===== src/shared/daa_regs_pkg.sv =====
package daa_regs_pkg;

  localparam int ADDR_W = 8;
  localparam int DATA_W = 32;
  localparam int REG_W = 8;

  // Register indices; the byte address is four times the index.
  localparam logic [5:0] IDX_CHIP_ID = 6'h0d;
  localparam logic [5:0] IDX_CHECK_STATUS = 6'h0e;
  localparam logic [5:0] IDX_GAIN_CTRL = 6'h0f;
  localparam logic [5:0] IDX_IRQ_STATUS = 6'h10;
  localparam logic [5:0] IDX_IRQ_CLEAR = 6'h11;
  localparam logic [5:0] IDX_IRQ_ENABLE = 6'h12;

  localparam logic [7:0] CHECK_STATUS_RESET = 8'h04;
  localparam logic [7:0] GAIN_CTRL_RESET = 8'h00;
  localparam logic [1:0] LEGACY_RESET = 2'h0;

  // Chip identification fields.
  localparam int ID_INTL_BIT = 6;
  localparam int ID_REV_LSB = 2;
  localparam int ID_LEG_RX_BIT = 1;
  localparam int ID_LEG_TX_BIT = 0;

  // Check status fields.
  localparam int CHK_PENDING_BIT = 2;
  localparam int CHK_BUSY_BIT = 1;
  localparam int CHK_FAIL_BIT = 0;

  // Gain control fields.
  localparam int GC_TX_MUTE_BIT = 7;
  localparam int GC_TX_ATTEN_LSB = 4;
  localparam int GC_RX_MUTE_BIT = 3;
  localparam int GC_RX_GAIN_LSB = 0;

  // Interrupt status bits.
  localparam int IRQ_W = 2;
  localparam int IRQ_DONE_BIT = 0;
  localparam int IRQ_FAIL_BIT = 1;

  // Gain steps in dB and monitor attenuation in tenths of a dB.
  localparam logic [4:0] STEP_DB = 5'h03;
  localparam logic [4:0] TOP_DB = 5'h0c;
  localparam logic [4:0] LEGACY_RX_DB = 5'h06;
  localparam logic [4:0] LEGACY_TX_DB = 5'h03;
  localparam logic [5:0] MON_TENTHS_1 = 6'h0a;
  localparam logic [5:0] MON_TENTHS_2 = 6'h16;
  localparam logic [5:0] MON_TENTHS_3 = 6'h23;
  localparam logic [5:0] MON_TENTHS_TOP = 6'h32;

  localparam logic [1:0] RESP_OKAY = 2'h0;
  localparam logic [1:0] RESP_SLVERR = 2'h2;

  // Duration of the line-side part check.
  localparam int CLK_PERIOD_NS = 100;
  localparam int CHECK_TIME_NS = 2000;
  localparam int CHECK_CYCLES = (CHECK_TIME_NS + CLK_PERIOD_NS - 1) / CLK_PERIOD_NS;
  localparam int CHECK_CNT_W = 5;

  typedef struct packed {
    logic [ADDR_W-1:0] addr;
    logic [DATA_W-1:0] data;
    logic [3:0] strb;
  } reg_write_s;

  typedef struct packed {
    logic line_enable;
    logic part_ok;
    logic intl;
    logic [3:0] rev;
  } line_pins_s;

  typedef struct packed {
    logic tx_mute;
    logic rx_mute;
    logic [4:0] tx_atten_db;
    logic [4:0] rx_gain_db;
    logic [5:0] mon_atten_tenths;
  } analog_ctrl_s;

endpackage


===== src/verilog/axil_reg_slave.sv =====
`timescale 1ns/1ps
module axil_reg_slave
(
  // Clock and reset
  input wire logic i_clock,
  input wire logic i_rst_n,
  // Write channels
  input wire logic [daa_regs_pkg::ADDR_W-1:0] i_awaddr,
  input wire logic i_awvalid,
  output logic o_awready,
  input wire logic [daa_regs_pkg::DATA_W-1:0] i_wdata,
  input wire logic [3:0] i_wstrb,
  input wire logic i_wvalid,
  output logic o_wready,
  output logic [1:0] o_bresp,
  output logic o_bvalid,
  input wire logic i_bready,
  // Read channels
  input wire logic [daa_regs_pkg::ADDR_W-1:0] i_araddr,
  input wire logic i_arvalid,
  output logic o_arready,
  output logic [daa_regs_pkg::DATA_W-1:0] o_rdata,
  output logic [1:0] o_rresp,
  output logic o_rvalid,
  input wire logic i_rready,
  // Register file side
  output logic o_wr_en,
  output daa_regs_pkg::reg_write_s o_wr,
  input wire logic i_wr_err,
  input wire logic [daa_regs_pkg::DATA_W-1:0] i_rd_data,
  input wire logic i_rd_err
);

  logic aw_got_reg;
  logic w_got_reg;
  daa_regs_pkg::reg_write_s wr_reg;
  logic aw_take;
  logic w_take;
  logic ar_take;
  logic b_done;
  logic r_done;

  assign aw_take = i_awvalid && o_awready;
  assign w_take = i_wvalid && o_wready;
  assign ar_take = i_arvalid && o_arready;
  assign b_done = o_bvalid && i_bready;
  assign r_done = o_rvalid && i_rready;
  // Address and data are committed together once both have arrived.
  assign o_wr_en = aw_got_reg && w_got_reg && !o_bvalid;
  assign o_wr = wr_reg;

  always_ff @(posedge i_clock)
  begin
    if (!i_rst_n)
    begin
      aw_got_reg <= 1'b0;
      w_got_reg <= 1'b0;
      wr_reg <= '0;
      o_awready <= 1'b1;
      o_wready <= 1'b1;
      o_bvalid <= 1'b0;
      o_bresp <= daa_regs_pkg::RESP_OKAY;
    end
    else
    begin
      if (aw_take)
      begin
        wr_reg.addr <= i_awaddr;
        aw_got_reg <= 1'b1;
        o_awready <= 1'b0;
      end
      if (w_take)
      begin
        wr_reg.data <= i_wdata;
        wr_reg.strb <= i_wstrb;
        w_got_reg <= 1'b1;
        o_wready <= 1'b0;
      end
      if (o_wr_en)
      begin
        o_bvalid <= 1'b1;
        o_bresp <= i_wr_err ? daa_regs_pkg::RESP_SLVERR : daa_regs_pkg::RESP_OKAY;
        aw_got_reg <= 1'b0;
        w_got_reg <= 1'b0;
      end
      if (b_done)
      begin
        o_bvalid <= 1'b0;
        o_awready <= 1'b1;
        o_wready <= 1'b1;
      end
    end
  end

  always_ff @(posedge i_clock)
  begin
    if (!i_rst_n)
    begin
      o_arready <= 1'b1;
      o_rvalid <= 1'b0;
      o_rdata <= '0;
      o_rresp <= daa_regs_pkg::RESP_OKAY;
    end
    else if (ar_take)
    begin
      o_arready <= 1'b0;
      o_rvalid <= 1'b1;
      o_rdata <= i_rd_data;
      o_rresp <= i_rd_err ? daa_regs_pkg::RESP_SLVERR : daa_regs_pkg::RESP_OKAY;
    end
    else if (r_done)
    begin
      o_arready <= 1'b1;
      o_rvalid <= 1'b0;
    end
  end

endmodule // axil_reg_slave


===== src/verilog/line_part_check.sv =====
`timescale 1ns/1ps
module line_part_check
(
  // Clock and reset
  input wire logic i_clock,
  input wire logic i_rst_n,
  // Trigger and line-side answer
  input wire logic i_start,
  input wire logic i_part_ok,
  // Status
  output logic o_pending,
  output logic o_busy,
  output logic o_fail,
  output logic o_done
);

  typedef enum logic [1:0] {CHECK_IDLE, CHECK_RUN, CHECK_DONE} check_state_e;

  check_state_e state_reg;
  logic [daa_regs_pkg::CHECK_CNT_W-1:0] count_reg;
  logic count_end;

  assign count_end = count_reg == daa_regs_pkg::CHECK_CNT_W'(daa_regs_pkg::CHECK_CYCLES - 1);

  always_ff @(posedge i_clock)
  begin
    if (!i_rst_n)
    begin
      state_reg <= CHECK_IDLE;
      count_reg <= '0;
      o_pending <= 1'b1;
      o_busy <= 1'b0;
      o_fail <= 1'b0;
      o_done <= 1'b0;
    end
    else
    begin
      o_done <= 1'b0;
      case (state_reg)
        CHECK_IDLE:
        begin
          if (i_start)
          begin
            state_reg <= CHECK_RUN;
            count_reg <= '0;
            o_busy <= 1'b1;
          end
        end
        CHECK_RUN:
        begin
          count_reg <= count_reg + 1'b1;
          if (count_end)
          begin
            state_reg <= CHECK_DONE;
            o_busy <= 1'b0;
            o_pending <= 1'b0;
            o_fail <= !i_part_ok;
            o_done <= 1'b1;
          end
        end
        CHECK_DONE:
        begin
          state_reg <= CHECK_DONE;
        end
        default:
        begin
          state_reg <= CHECK_IDLE;
        end
      endcase
    end
  end

endmodule // line_part_check


===== src/verilog/daa_gain_line_check_regs.sv =====
// Functional notes
// Bit 6 of the chip identification register reads the line chip's international flag, read only.
// Bits 5:2 of the chip identification register read the line chip's four-bit revision, read only.
// The legacy receive gain bit adds 6 dB of receive gain when set and nothing when clear.
// The legacy transmit attenuation bit adds 3 dB of transmit attenuation when set and nothing when clear.
// Software keeps the legacy receive gain bit at 0 when it uses the three-bit receive gain field.
// Software keeps the legacy transmit attenuation bit at 0 when it uses the three-bit attenuation field.
// The first time the line side is enabled an automatic check of the line chip's identity is run.
// The check-pending bit resets to 1 and reads 0 once the check has been done.
// The check-in-progress bit reads 1 while the check runs and 0 otherwise.
// Software trusts the result bit only when the pending and in-progress bits are both clear.
// The result bit reads 0 for a correct line chip; when 1, registers work but sample transfer is blocked.
// The transmit mute bit mutes the transmit signal when set.
// The transmit attenuation field gives 0, 3, 6, 9 dB for codes 0 to 3 and 12 dB with the top bit set.
// The receive mute bit mutes the receive signal when set.
// The receive field gives 0, 3, 6, 9 dB of gain for codes 0 to 3 and 12 dB with the top bit set.
// For the on-hook monitor the receive field gives 0, 1, 2.2, 3.5 dB and 5 dB with the top bit set.
// Reserved bit positions read as zero and writes to them are ignored.
//
// The AXI4-Lite register port was left to the implementer.
`timescale 1ns/1ps
module daa_gain_line_check_regs
(
  // Clock and reset
  input wire logic i_clock,
  input wire logic i_rst_n,
  // AXI4-Lite write channels
  input wire logic [daa_regs_pkg::ADDR_W-1:0] i_awaddr,
  input wire logic [2:0] i_awprot,
  input wire logic i_awvalid,
  output logic o_awready,
  input wire logic [daa_regs_pkg::DATA_W-1:0] i_wdata,
  input wire logic [3:0] i_wstrb,
  input wire logic i_wvalid,
  output logic o_wready,
  output logic [1:0] o_bresp,
  output logic o_bvalid,
  input wire logic i_bready,
  // AXI4-Lite read channels
  input wire logic [daa_regs_pkg::ADDR_W-1:0] i_araddr,
  input wire logic [2:0] i_arprot,
  input wire logic i_arvalid,
  output logic o_arready,
  output logic [daa_regs_pkg::DATA_W-1:0] o_rdata,
  output logic [1:0] o_rresp,
  output logic o_rvalid,
  input wire logic i_rready,
  // Line-side chip pins
  input wire logic i_line_enable,
  input wire logic i_line_part_ok,
  input wire logic i_line_chip_intl_flag,
  input wire logic [3:0] i_line_chip_revision,
  // Analog path controls
  output logic o_tx_mute,
  output logic o_rx_mute,
  output logic [4:0] o_tx_atten_db,
  output logic [4:0] o_rx_gain_db,
  output logic [5:0] o_mon_atten_tenths,
  output logic o_sample_xfer_en,
  // Interrupt
  output logic o_irq
);

  // Three-bit step code to dB: codes 0 to 3 in steps, any code with the top bit at the top value.
  function automatic logic [4:0] step_db(input logic [2:0] code);
    logic [4:0] result;
    result = daa_regs_pkg::TOP_DB;
    case (code[1:0])
      2'h0: result = 5'h00;
      2'h1: result = daa_regs_pkg::STEP_DB;
      2'h2: result = 5'(daa_regs_pkg::STEP_DB + daa_regs_pkg::STEP_DB);
      2'h3: result = 5'(daa_regs_pkg::STEP_DB + daa_regs_pkg::STEP_DB + daa_regs_pkg::STEP_DB);
      default: result = daa_regs_pkg::TOP_DB;
    endcase
    if (code[2])
    begin
      result = daa_regs_pkg::TOP_DB;
    end
    return result;
  endfunction

  function automatic logic [5:0] mon_tenths(input logic [2:0] code);
    logic [5:0] result;
    result = daa_regs_pkg::MON_TENTHS_TOP;
    case (code)
      3'h0: result = 6'h00;
      3'h1: result = daa_regs_pkg::MON_TENTHS_1;
      3'h2: result = daa_regs_pkg::MON_TENTHS_2;
      3'h3: result = daa_regs_pkg::MON_TENTHS_3;
      default: result = daa_regs_pkg::MON_TENTHS_TOP;
    endcase
    return result;
  endfunction

  // Word index of a byte address; the low two bits select nothing.
  function automatic logic [5:0] word_index(input logic [daa_regs_pkg::ADDR_W-1:0] addr);
    return addr[daa_regs_pkg::ADDR_W-1:2];
  endfunction

  function automatic logic is_mapped(input logic [5:0] idx);
    return idx == daa_regs_pkg::IDX_CHIP_ID || idx == daa_regs_pkg::IDX_CHECK_STATUS ||
      idx == daa_regs_pkg::IDX_GAIN_CTRL || idx == daa_regs_pkg::IDX_IRQ_STATUS ||
      idx == daa_regs_pkg::IDX_IRQ_CLEAR || idx == daa_regs_pkg::IDX_IRQ_ENABLE;
  endfunction

  // Bus slave.
  logic wr_en;
  daa_regs_pkg::reg_write_s wr;
  logic wr_err;
  logic [daa_regs_pkg::DATA_W-1:0] rd_data;
  logic rd_err;

  axil_reg_slave u_bus
  (
    .i_clock(i_clock),
    .i_rst_n(i_rst_n),
    .i_awaddr(i_awaddr),
    .i_awvalid(i_awvalid),
    .o_awready(o_awready),
    .i_wdata(i_wdata),
    .i_wstrb(i_wstrb),
    .i_wvalid(i_wvalid),
    .o_wready(o_wready),
    .o_bresp(o_bresp),
    .o_bvalid(o_bvalid),
    .i_bready(i_bready),
    .i_araddr(i_araddr),
    .i_arvalid(i_arvalid),
    .o_arready(o_arready),
    .o_rdata(o_rdata),
    .o_rresp(o_rresp),
    .o_rvalid(o_rvalid),
    .i_rready(i_rready),
    .o_wr_en(wr_en),
    .o_wr(wr),
    .i_wr_err(wr_err),
    .i_rd_data(rd_data),
    .i_rd_err(rd_err)
  );

  // Pin synchronisers; only the second stage is read.
  daa_regs_pkg::line_pins_s pins_meta_reg;
  daa_regs_pkg::line_pins_s pins_reg;
  daa_regs_pkg::line_pins_s pins_raw;
  logic enable_seen_reg;

  assign pins_raw.line_enable = i_line_enable;
  assign pins_raw.part_ok = i_line_part_ok;
  assign pins_raw.intl = i_line_chip_intl_flag;
  assign pins_raw.rev = i_line_chip_revision;

  always_ff @(posedge i_clock)
  begin
    if (!i_rst_n)
    begin
      pins_meta_reg <= '0;
      pins_reg <= '0;
      enable_seen_reg <= 1'b0;
    end
    else
    begin
      pins_meta_reg <= pins_raw;
      pins_reg <= pins_meta_reg;
      enable_seen_reg <= enable_seen_reg || pins_reg.line_enable;
    end
  end

  // Only the first enable after reset starts the check.
  logic check_start;
  logic check_pending;
  logic check_busy;
  logic check_fail;
  logic check_done;

  assign check_start = pins_reg.line_enable && !enable_seen_reg;

  line_part_check u_check
  (
    .i_clock(i_clock),
    .i_rst_n(i_rst_n),
    .i_start(check_start),
    .i_part_ok(pins_reg.part_ok),
    .o_pending(check_pending),
    .o_busy(check_busy),
    .o_fail(check_fail),
    .o_done(check_done)
  );

  // Register write decode.
  logic [5:0] wr_idx;
  logic wr_lane0;
  logic wr_chip_id;
  logic wr_gain;
  logic wr_irq_clear;
  logic wr_irq_enable;

  assign wr_idx = word_index(wr.addr);
  assign wr_lane0 = wr_en && wr.strb[0];
  assign wr_err = !is_mapped(wr_idx);
  assign wr_chip_id = wr_lane0 && wr_idx == daa_regs_pkg::IDX_CHIP_ID;
  assign wr_gain = wr_lane0 && wr_idx == daa_regs_pkg::IDX_GAIN_CTRL;
  assign wr_irq_clear = wr_lane0 && wr_idx == daa_regs_pkg::IDX_IRQ_CLEAR;
  assign wr_irq_enable = wr_lane0 && wr_idx == daa_regs_pkg::IDX_IRQ_ENABLE;

  // Software-written state.
  logic [1:0] legacy_reg;
  logic [1:0] legacy_next;
  logic [daa_regs_pkg::REG_W-1:0] gain_reg;
  logic [daa_regs_pkg::REG_W-1:0] gain_next;
  logic [daa_regs_pkg::IRQ_W-1:0] irq_enable_reg;
  logic [daa_regs_pkg::IRQ_W-1:0] irq_enable_next;
  logic [daa_regs_pkg::IRQ_W-1:0] irq_status_reg;
  logic [daa_regs_pkg::IRQ_W-1:0] irq_status_next;
  logic [daa_regs_pkg::IRQ_W-1:0] irq_events;

  // Reserved bits of the identification register are not stored.
  assign legacy_next = wr_chip_id ? wr.data[daa_regs_pkg::ID_LEG_RX_BIT:daa_regs_pkg::ID_LEG_TX_BIT] :
    legacy_reg;
  assign gain_next = wr_gain ? wr.data[daa_regs_pkg::REG_W-1:0] : gain_reg;
  assign irq_enable_next = wr_irq_enable ? wr.data[daa_regs_pkg::IRQ_W-1:0] : irq_enable_reg;
  assign irq_events[daa_regs_pkg::IRQ_DONE_BIT] = check_done;
  assign irq_events[daa_regs_pkg::IRQ_FAIL_BIT] = check_done && check_fail;
  // A new event in the clearing cycle wins over the clear.
  assign irq_status_next = (irq_status_reg & ~(wr_irq_clear ? wr.data[daa_regs_pkg::IRQ_W-1:0] :
    {daa_regs_pkg::IRQ_W{1'b0}})) | irq_events;

  always_ff @(posedge i_clock)
  begin
    if (!i_rst_n)
    begin
      legacy_reg <= daa_regs_pkg::LEGACY_RESET;
      gain_reg <= daa_regs_pkg::GAIN_CTRL_RESET;
      irq_enable_reg <= '0;
      irq_status_reg <= '0;
    end
    else
    begin
      legacy_reg <= legacy_next;
      gain_reg <= gain_next;
      irq_enable_reg <= irq_enable_next;
      irq_status_reg <= irq_status_next;
    end
  end

  // Register read images.
  logic [daa_regs_pkg::REG_W-1:0] chip_id_image;
  logic [daa_regs_pkg::REG_W-1:0] check_image;
  logic [5:0] rd_idx;

  always_comb
  begin
    chip_id_image = '0;
    chip_id_image[daa_regs_pkg::ID_INTL_BIT] = pins_reg.intl;
    chip_id_image[daa_regs_pkg::ID_REV_LSB +: 4] = pins_reg.rev;
    chip_id_image[daa_regs_pkg::ID_LEG_RX_BIT] = legacy_reg[1];
    chip_id_image[daa_regs_pkg::ID_LEG_TX_BIT] = legacy_reg[0];
  end

  always_comb
  begin
    check_image = '0;
    check_image[daa_regs_pkg::CHK_PENDING_BIT] = check_pending;
    check_image[daa_regs_pkg::CHK_BUSY_BIT] = check_busy;
    check_image[daa_regs_pkg::CHK_FAIL_BIT] = check_fail;
  end

  assign rd_idx = word_index(i_araddr);
  assign rd_err = !is_mapped(rd_idx);

  // The clear register is write only and reads as zero.
  always_comb
  begin
    rd_data = '0;
    case (rd_idx)
      daa_regs_pkg::IDX_CHIP_ID: rd_data[daa_regs_pkg::REG_W-1:0] = chip_id_image;
      daa_regs_pkg::IDX_CHECK_STATUS: rd_data[daa_regs_pkg::REG_W-1:0] = check_image;
      daa_regs_pkg::IDX_GAIN_CTRL: rd_data[daa_regs_pkg::REG_W-1:0] = gain_reg;
      daa_regs_pkg::IDX_IRQ_STATUS: rd_data[daa_regs_pkg::IRQ_W-1:0] = irq_status_reg;
      daa_regs_pkg::IDX_IRQ_ENABLE: rd_data[daa_regs_pkg::IRQ_W-1:0] = irq_enable_reg;
      default: rd_data = '0;
    endcase
  end

  // Analog control decode.
  daa_regs_pkg::analog_ctrl_s analog_next;
  logic [2:0] tx_code;
  logic [2:0] rx_code;
  logic xfer_next;

  assign tx_code = gain_reg[daa_regs_pkg::GC_TX_ATTEN_LSB +: 3];
  assign rx_code = gain_reg[daa_regs_pkg::GC_RX_GAIN_LSB +: 3];
  assign analog_next.tx_mute = gain_reg[daa_regs_pkg::GC_TX_MUTE_BIT];
  assign analog_next.rx_mute = gain_reg[daa_regs_pkg::GC_RX_MUTE_BIT];
  // The legacy steps add on top of the field; software is expected to leave them clear.
  assign analog_next.tx_atten_db = 5'(step_db(tx_code) +
    (legacy_reg[0] ? daa_regs_pkg::LEGACY_TX_DB : 5'h00));
  assign analog_next.rx_gain_db = 5'(step_db(rx_code) +
    (legacy_reg[1] ? daa_regs_pkg::LEGACY_RX_DB : 5'h00));
  assign analog_next.mon_atten_tenths = mon_tenths(rx_code);
  // Samples flow only after a finished check found the right part.
  assign xfer_next = pins_reg.line_enable && !check_pending && !check_busy && !check_fail;

  always_ff @(posedge i_clock)
  begin
    if (!i_rst_n)
    begin
      o_tx_mute <= 1'b0;
      o_rx_mute <= 1'b0;
      o_tx_atten_db <= '0;
      o_rx_gain_db <= '0;
      o_mon_atten_tenths <= '0;
      o_sample_xfer_en <= 1'b0;
      o_irq <= 1'b0;
    end
    else
    begin
      o_tx_mute <= analog_next.tx_mute;
      o_rx_mute <= analog_next.rx_mute;
      o_tx_atten_db <= analog_next.tx_atten_db;
      o_rx_gain_db <= analog_next.rx_gain_db;
      o_mon_atten_tenths <= analog_next.mon_atten_tenths;
      o_sample_xfer_en <= xfer_next;
      o_irq <= |(irq_status_next & irq_enable_next);
    end
  end

endmodule // daa_gain_line_check_regs


===== config.mk =====
export PLATFORM = sky130hd
export DESIGN_NAME = daa_gain_line_check_regs
export DESIGN_NICKNAME = d
export VERILOG_FILES = /design/src/shared/daa_regs_pkg.sv /design/src/verilog/axil_reg_slave.sv /design/src/verilog/line_part_check.sv /design/src/verilog/daa_gain_line_check_regs.sv
export SDC_FILE = /design/constraint.sdc
export NUM_CORES = 1
export LEC_CHECK = 0
export BUFFER_PORTS_ARGS = -buffer_cell sky130_fd_sc_hd__buf_4
export CAP_MARGIN = 10
export CORE_MARGIN = 3
export CORE_UTILIZATION = 50
export DETAILED_ROUTE_END_ITERATION = 16
export PLACE_DENSITY = 0.87
export SYNTH_ARGS = -nofsm -noshare
export SYNTH_HDL_FRONTEND = slang
export SYNTH_SLANG_ARGS = --single-unit

===== constraint.sdc =====
create_clock -name i_clock -period 2.6 [get_ports i_clock]
set_clock_uncertainty 0.15 [all_clocks]
set_input_delay 0.52 -clock i_clock [delete_from_list [all_inputs] [get_ports i_clock]]
set_output_delay 0.52 -clock i_clock [all_outputs]
set_load 0.03 [all_outputs]

Yosys cells after proc, flatten, opt, wreduce, memory -nomap -nowiden
Index checks and enable logic that the tools add are counted.
- output and inout bits: 61
- word-level logic and storage cells: 147
- input bits: 72
- ROM bits: 0
- memories: 0
- bits in latches: 0
- register bits after elaboration: 96
- RAM bits: 0
- mux-type cells: 26
- multiply operators: 0
- $add $sub $neg: 3
- order comparisons: 0
- reductions and logical operators: 48
- bitwise logic cells: 5
- eq/ne operators: 26
- divide/modulo/power cells: 0
- shift operators: 0
- operators by type and width (operator ; count):
    $pmux W5 S4 ; 2
    $eq A6 B4 Y1 const B ; 6
    $eq A6 B5 Y1 const B ; 6
    $pmux W6 S4 ; 1
    $pmux W6 S3 ; 1
    $logic_and A1 B1 Y1 ; 17
    $mux W5 ; 3
    $mux W2 ; 7
    $logic_or A1 B1 Y1 ; 11
    $eq A2 B2 Y1 const B ; 5
    $pmux W2 S5 ; 1
    $pmux W5 S2 ; 1
    $reduce_and A2 Y1 ; 4
    $mux W1 ; 7
    $eq A2 B1 Y1 const B ; 3
    $eq A3 B2 Y1 const B ; 2
    $logic_not A1 Y1 ; 6
    $logic_not A2 Y1 ; 3
    $pmux W2 S3 ; 1
    $reduce_or A2 Y1 ; 3
    $add A5 B1 Y5 const B ; 1
    $add A5 B2 Y5 ; 1
    $add A5 B3 Y5 ; 1
    $eq A5 B5 Y1 const B ; 1
    other kinds (12) ; 14

Logic depth before layout (Yosys ltp)
- word-level depth: 10
- gate-level depth with buffers: 9
- mapped depth without buffers: 9

Cells and area by module
A second synthesis with hierarchy kept.
- cells, all modules: 644
- area, all modules: 6163.4 um2
- modules (own cells, without submodules) (module ; area each (um2) ; instances ; cells each ; sequential area each (um2)):
    axil_reg_slave ; 3413.3 ; 1 ; 370 ; 1701.6
    daa_gain_line_check_regs ; 2129.5 ; 1 ; 207 ; 980.9
    line_part_check ; 620.6 ; 1 ; 67 ; 220.2

Worst setup path after synthesis
OpenSTA, ideal clock, no wires.
- kind: register to register
- from: register gain_reg[4] (netlist bit)
- to: register o_tx_atten_db[2]
- path slack: 0.552 ns
- cell stages (with the launch flop): 9
- data required time: 2.380 ns
- library setup time: 0.070 ns
- clock period less this slack: 2.048 ns
- arrival: 1.828 ns
- path buffers: 0
- cells stage by stage: dfxtp_1 inv_1 ha_1 nor3_1 ha_1 inv_1 fa_1 or3_1 a21oi_1
- longest elaborated chain between the ends: 4
- elaborated cells between the ends (all ways): 7
- classes of those cells: add/sub (1); eq/ne (3); mux (2); reduce/logical (1)
- ends and longest elaborated chain (what ; RTL line ; source):
    start: declaration ; daa_gain_line_check_regs.sv:208 ; logic [daa_regs_pkg::REG_W-1:0] gain_reg;
    start signal: assignment ; daa_gain_line_check_regs.sv:232 ; gain_reg <= daa_regs_pkg::GAIN_CTRL_RESET;
    start signal: assignment ; daa_gain_line_check_regs.sv:239 ; gain_reg <= gain_next;
    $eq A2 B2 Y1, or another cell as far along ; daa_gain_line_check_regs.sv:68 ; case (code[1:0])
    $pmux W5 S4 (*) ; daa_gain_line_check_regs.sv:68 ;
    $mux W5 (*) ; daa_gain_line_check_regs.sv:75 ; if (code[2])
    $add A5 B2 Y5 (*) ; daa_gain_line_check_regs.sv:295 ; assign analog_next.tx_atten_db = 5'(step_db(tx_code) +
    end signal: assignment ; daa_gain_line_check_regs.sv:319 ; o_tx_atten_db <= analog_next.tx_atten_db;
    end: declaration ; daa_gain_line_check_regs.sv:56 ; output logic [4:0] o_tx_atten_db,
Every way passes the cells marked *; elsewhere a longest branch is shown, timed or not. The select of a mux whose other input is x is not followed.
A chain may end at the register's enable or synchronous reset.

Worst setup path in the final report
Same ends and word-level chain as after synthesis.

==> run_results.csv <==
group,metric,value,unit
route,dr.pass1.iters,4,
floorplanning,row_count,32,
layout,areaGrowthSynthToFinish,16.9,%
grt,grt_pass1_wl,12.7,mm
synth,ys_types,49,
synth,synth-seq-cells,92,
timing,rsz0062_at_grt,"false",
critical_path,ff2ff_path_depth,8,
placement,port_buffers,69,
cts,htree_levels,3,
power_and_ir_drop,clkPwrFrac,35.1,%
power_and_ir_drop,peakVddDrop,288,uV
critical_path,critical_path_required,2740,ps
route,antenna_left,0,
floorplanning,dieWidth,95.9,um
power_and_ir_drop,p_leak,0.00207,uW
synth,avgSynthCellArea,9.12,um^2
floorplanning,io_pins,133,
cts,cts_buffers,9,
hold_path,hold_start,"i_wvalid",
synth,yosysMostFrequentCell,"dfxtp_1",
critical_path,cp_max_fo,6,
critical_path,cp-start-kind,"register",
synth,synth_seq_area_share,45.6,%
placement,dp_hpwl,5.86,mm
synth,syn_area,4040,um^2
layout,fin_area,4720,um^2
synth,async_flop_share,0,%
route,post_drt_wl_per_cell,13.0,um
floorplanning,coreArea,7770,um^2
critical_path,rr_startpoint,"gain_reg[4]$_SDFFE_PN0P_",
floorplanning,fp.dieH,95.9,um
route,vias,3097,
synth,synthTopCellsByCount,"dfxtp_1 (92), a21oi_1 (48), nand2_1 (46)",
hold_path,whs_path_depth,2,
grt,grt_pass1_vias,2779,
timing,whs,212,ps
cts,post_cts_buffers,0,
synth,synth_top_area_share,45.6,%
cts,clock_latency,350,ps
route,wirelength,7.97,mm
timing,post-route-period-util,85.4,%
critical_path,r2r-end,"o_tx_atten_db[2]$_SDFF_PN0_",
hold_path,min_to,"u_bus.o_wready$_SDFFE_PP1P_",
power_and_ir_drop,power_switching,693,uW
placement,dpl-instance-area,4530,um^2
route,viasPerCell,5.06,
timing,min_period,2220,ps
power_and_ir_drop,switching_share,25.9,%
grt,antenna_found_initial,0,
timing,setup_viol,0,
synth,synth_flop_cell,"dfxtp_1",
critical_path,end_kind,"register",
cts,ctsResizeCount,0,
layout,fin_nets,597,
floorplanning,initial_core_util,52.0,%
timing,slew_viol_final,0,
cts,cts_max_path_buffers,2,
critical_path,ff2ff_setup_slack,380,ps
grt,grt_use_total,17.7,%
timing,fmax,450,MHz
grt,grt_max_degree,39,
power_and_ir_drop,p_seq_share,55.2,%
synth,synthTopCellsByArea,"dfxtp_1 (46%), a21oi_1 (5.9%), ha_1 (5.6%)",
flow_run,cap_viol_max_count,0,
cts,cts_root_buffer,"clkbuf_8",
power_and_ir_drop,powerDensity,567,nW/um^2
power_and_ir_drop,p_int,1990,uW
status,run_status,"completed",
floorplanning,die_area,9190,um^2
cts,ctsHoldBuffers,0,
timing,hold_viol_final,0,
synth,synth-edff-count,0,
layout,fill_cells,674,
timing,tns,0,ps
critical_path,cp_data_arrival_time,2360,ps
route,drc,0,
cts,cts_sinks,92,
synth,synthCells,443,
layout,antenna_cells,0,
layout,largest_reg_flops,15,
cts,path_clk_slew,90,ps
synth,synth_warnings,0,
layout,drive_above_1_share,19.2,%
critical_path,worstSetupPathType,"reg -> reg",
synth,yosys.area.top_type,"dfxtp_1",
placement,gp_congestion,0.841,
route,initialDrtViolationCount,107,
grt,gr-total-overflow,0,
cts,cts_tree,"built",
power_and_ir_drop,pwr-share-comb,9.7,%
hold_path,min_path_type,"in -> reg",
-- cell type report --
cell class              instances  area [um^2]  share of cell area [%]
clock inverters                 6         63.8                    1.35
flip-flops and latches         92         1840                    39.0
well taps                     102          128                    2.70
multi-input cells             314         1950                    41.3
inverters                      17         63.8                    1.35
clock buffers                  10          128                    2.70
repair buffers                 71          546                    11.6
-- placed cells by master (no fill, tap or decap), types with 4 or more instances in the layout --
cell,Yosys,routed
nand3_1,8,8
nor2_1,36,36
nand2_1,46,46
nor2b_1,5,5
nor3_1,9,9
ha_1,18,18
and2_1,25,25
or3_1,6,6
mux2_2,4,4
nand2b_1,9,9
inv_1,17,17
dfxtp_1,92,92
buf_4,26,70
conb_1,1,26
clkbuf_8,0,9
mux2i_1,19,19
a21oi_1,48,48
o21ai_0,13,13
-- worst max-delay path by stage --
stage                                         from                          end  slack (ps)
after floorplan           gain_reg[4]$_SDFFE_PN0P_  o_tx_atten_db[2]$_SDFF_PN0_         550
after global placement    gain_reg[4]$_SDFFE_PN0P_  o_tx_atten_db[2]$_SDFF_PN0_         430
after detailed placement  gain_reg[4]$_SDFFE_PN0P_  o_tx_atten_db[2]$_SDFF_PN0_         400
after CTS                 gain_reg[4]$_SDFFE_PN0P_  o_tx_atten_db[2]$_SDFF_PN0_         380
after global routing      gain_reg[4]$_SDFFE_PN0P_  o_tx_atten_db[2]$_SDFF_PN0_         180
final                     gain_reg[4]$_SDFFE_PN0P_  o_tx_atten_db[2]$_SDFF_PN0_         380
-- kinds of logic (layout without fill, tap and decap cells) --
family                   Yosys count  in the layout  synth area share, %
buffers and inverters             62            104                 8.43
flip-flops                        92             92                 45.6
adder cells (fa/ha/maj)           20             20                 6.57
XOR/XNOR                           4              4                0.868
AND/OR/NAND/NOR                  163            163                 21.4
multiplexers                      23             23                 5.82
AO/OA/AOI/OAI                     78             78                 11.2
other                              1             26               0.0928
-- worst max-delay path, stage by stage, from the launching register on --
cell	delay (ps)
dfxtp_1	450
inv_1	100
ha_1	200
nor3_1	170
ha_1	190
inv_1	50
fa_1	390
or3_1	320
a21oi_1	140
-- metal layers --
metal,track usage [%],up-vias,part of all wire (%)
met2,30.8,94,49
met3,3.13,12,5.7
met1,21.7,1426,43
met4,7.23,0,1.7
met5,0,-,0
li1,-,1565,-
-- through the flow --
stage	std cells	total power, uW	util [%]	setup slack (ps)
floorplan	468	1710	-	552
global placement	596	1760	58.3	431
detailed placement	596	1770	58.3	396
CTS	612	2690	60.8	376
global route	612	2780	60.8	180
finish	612	2680	60.8	379
-- power by group through the flow --
stage / Clock (uW) / Combinational (uW) / Sequential, uW
2_1_floorplan: 0 / 190 / 1520
3_3_place_gp: 0 / 254 / 1510
3_5_place_dp: 0 / 259 / 1510
4_1_cts: 954 / 261 / 1480
5_1_grt: 1010 / 285 / 1480
6_report: 940 / 261 / 1480
(Power assumes the default switching activity.)
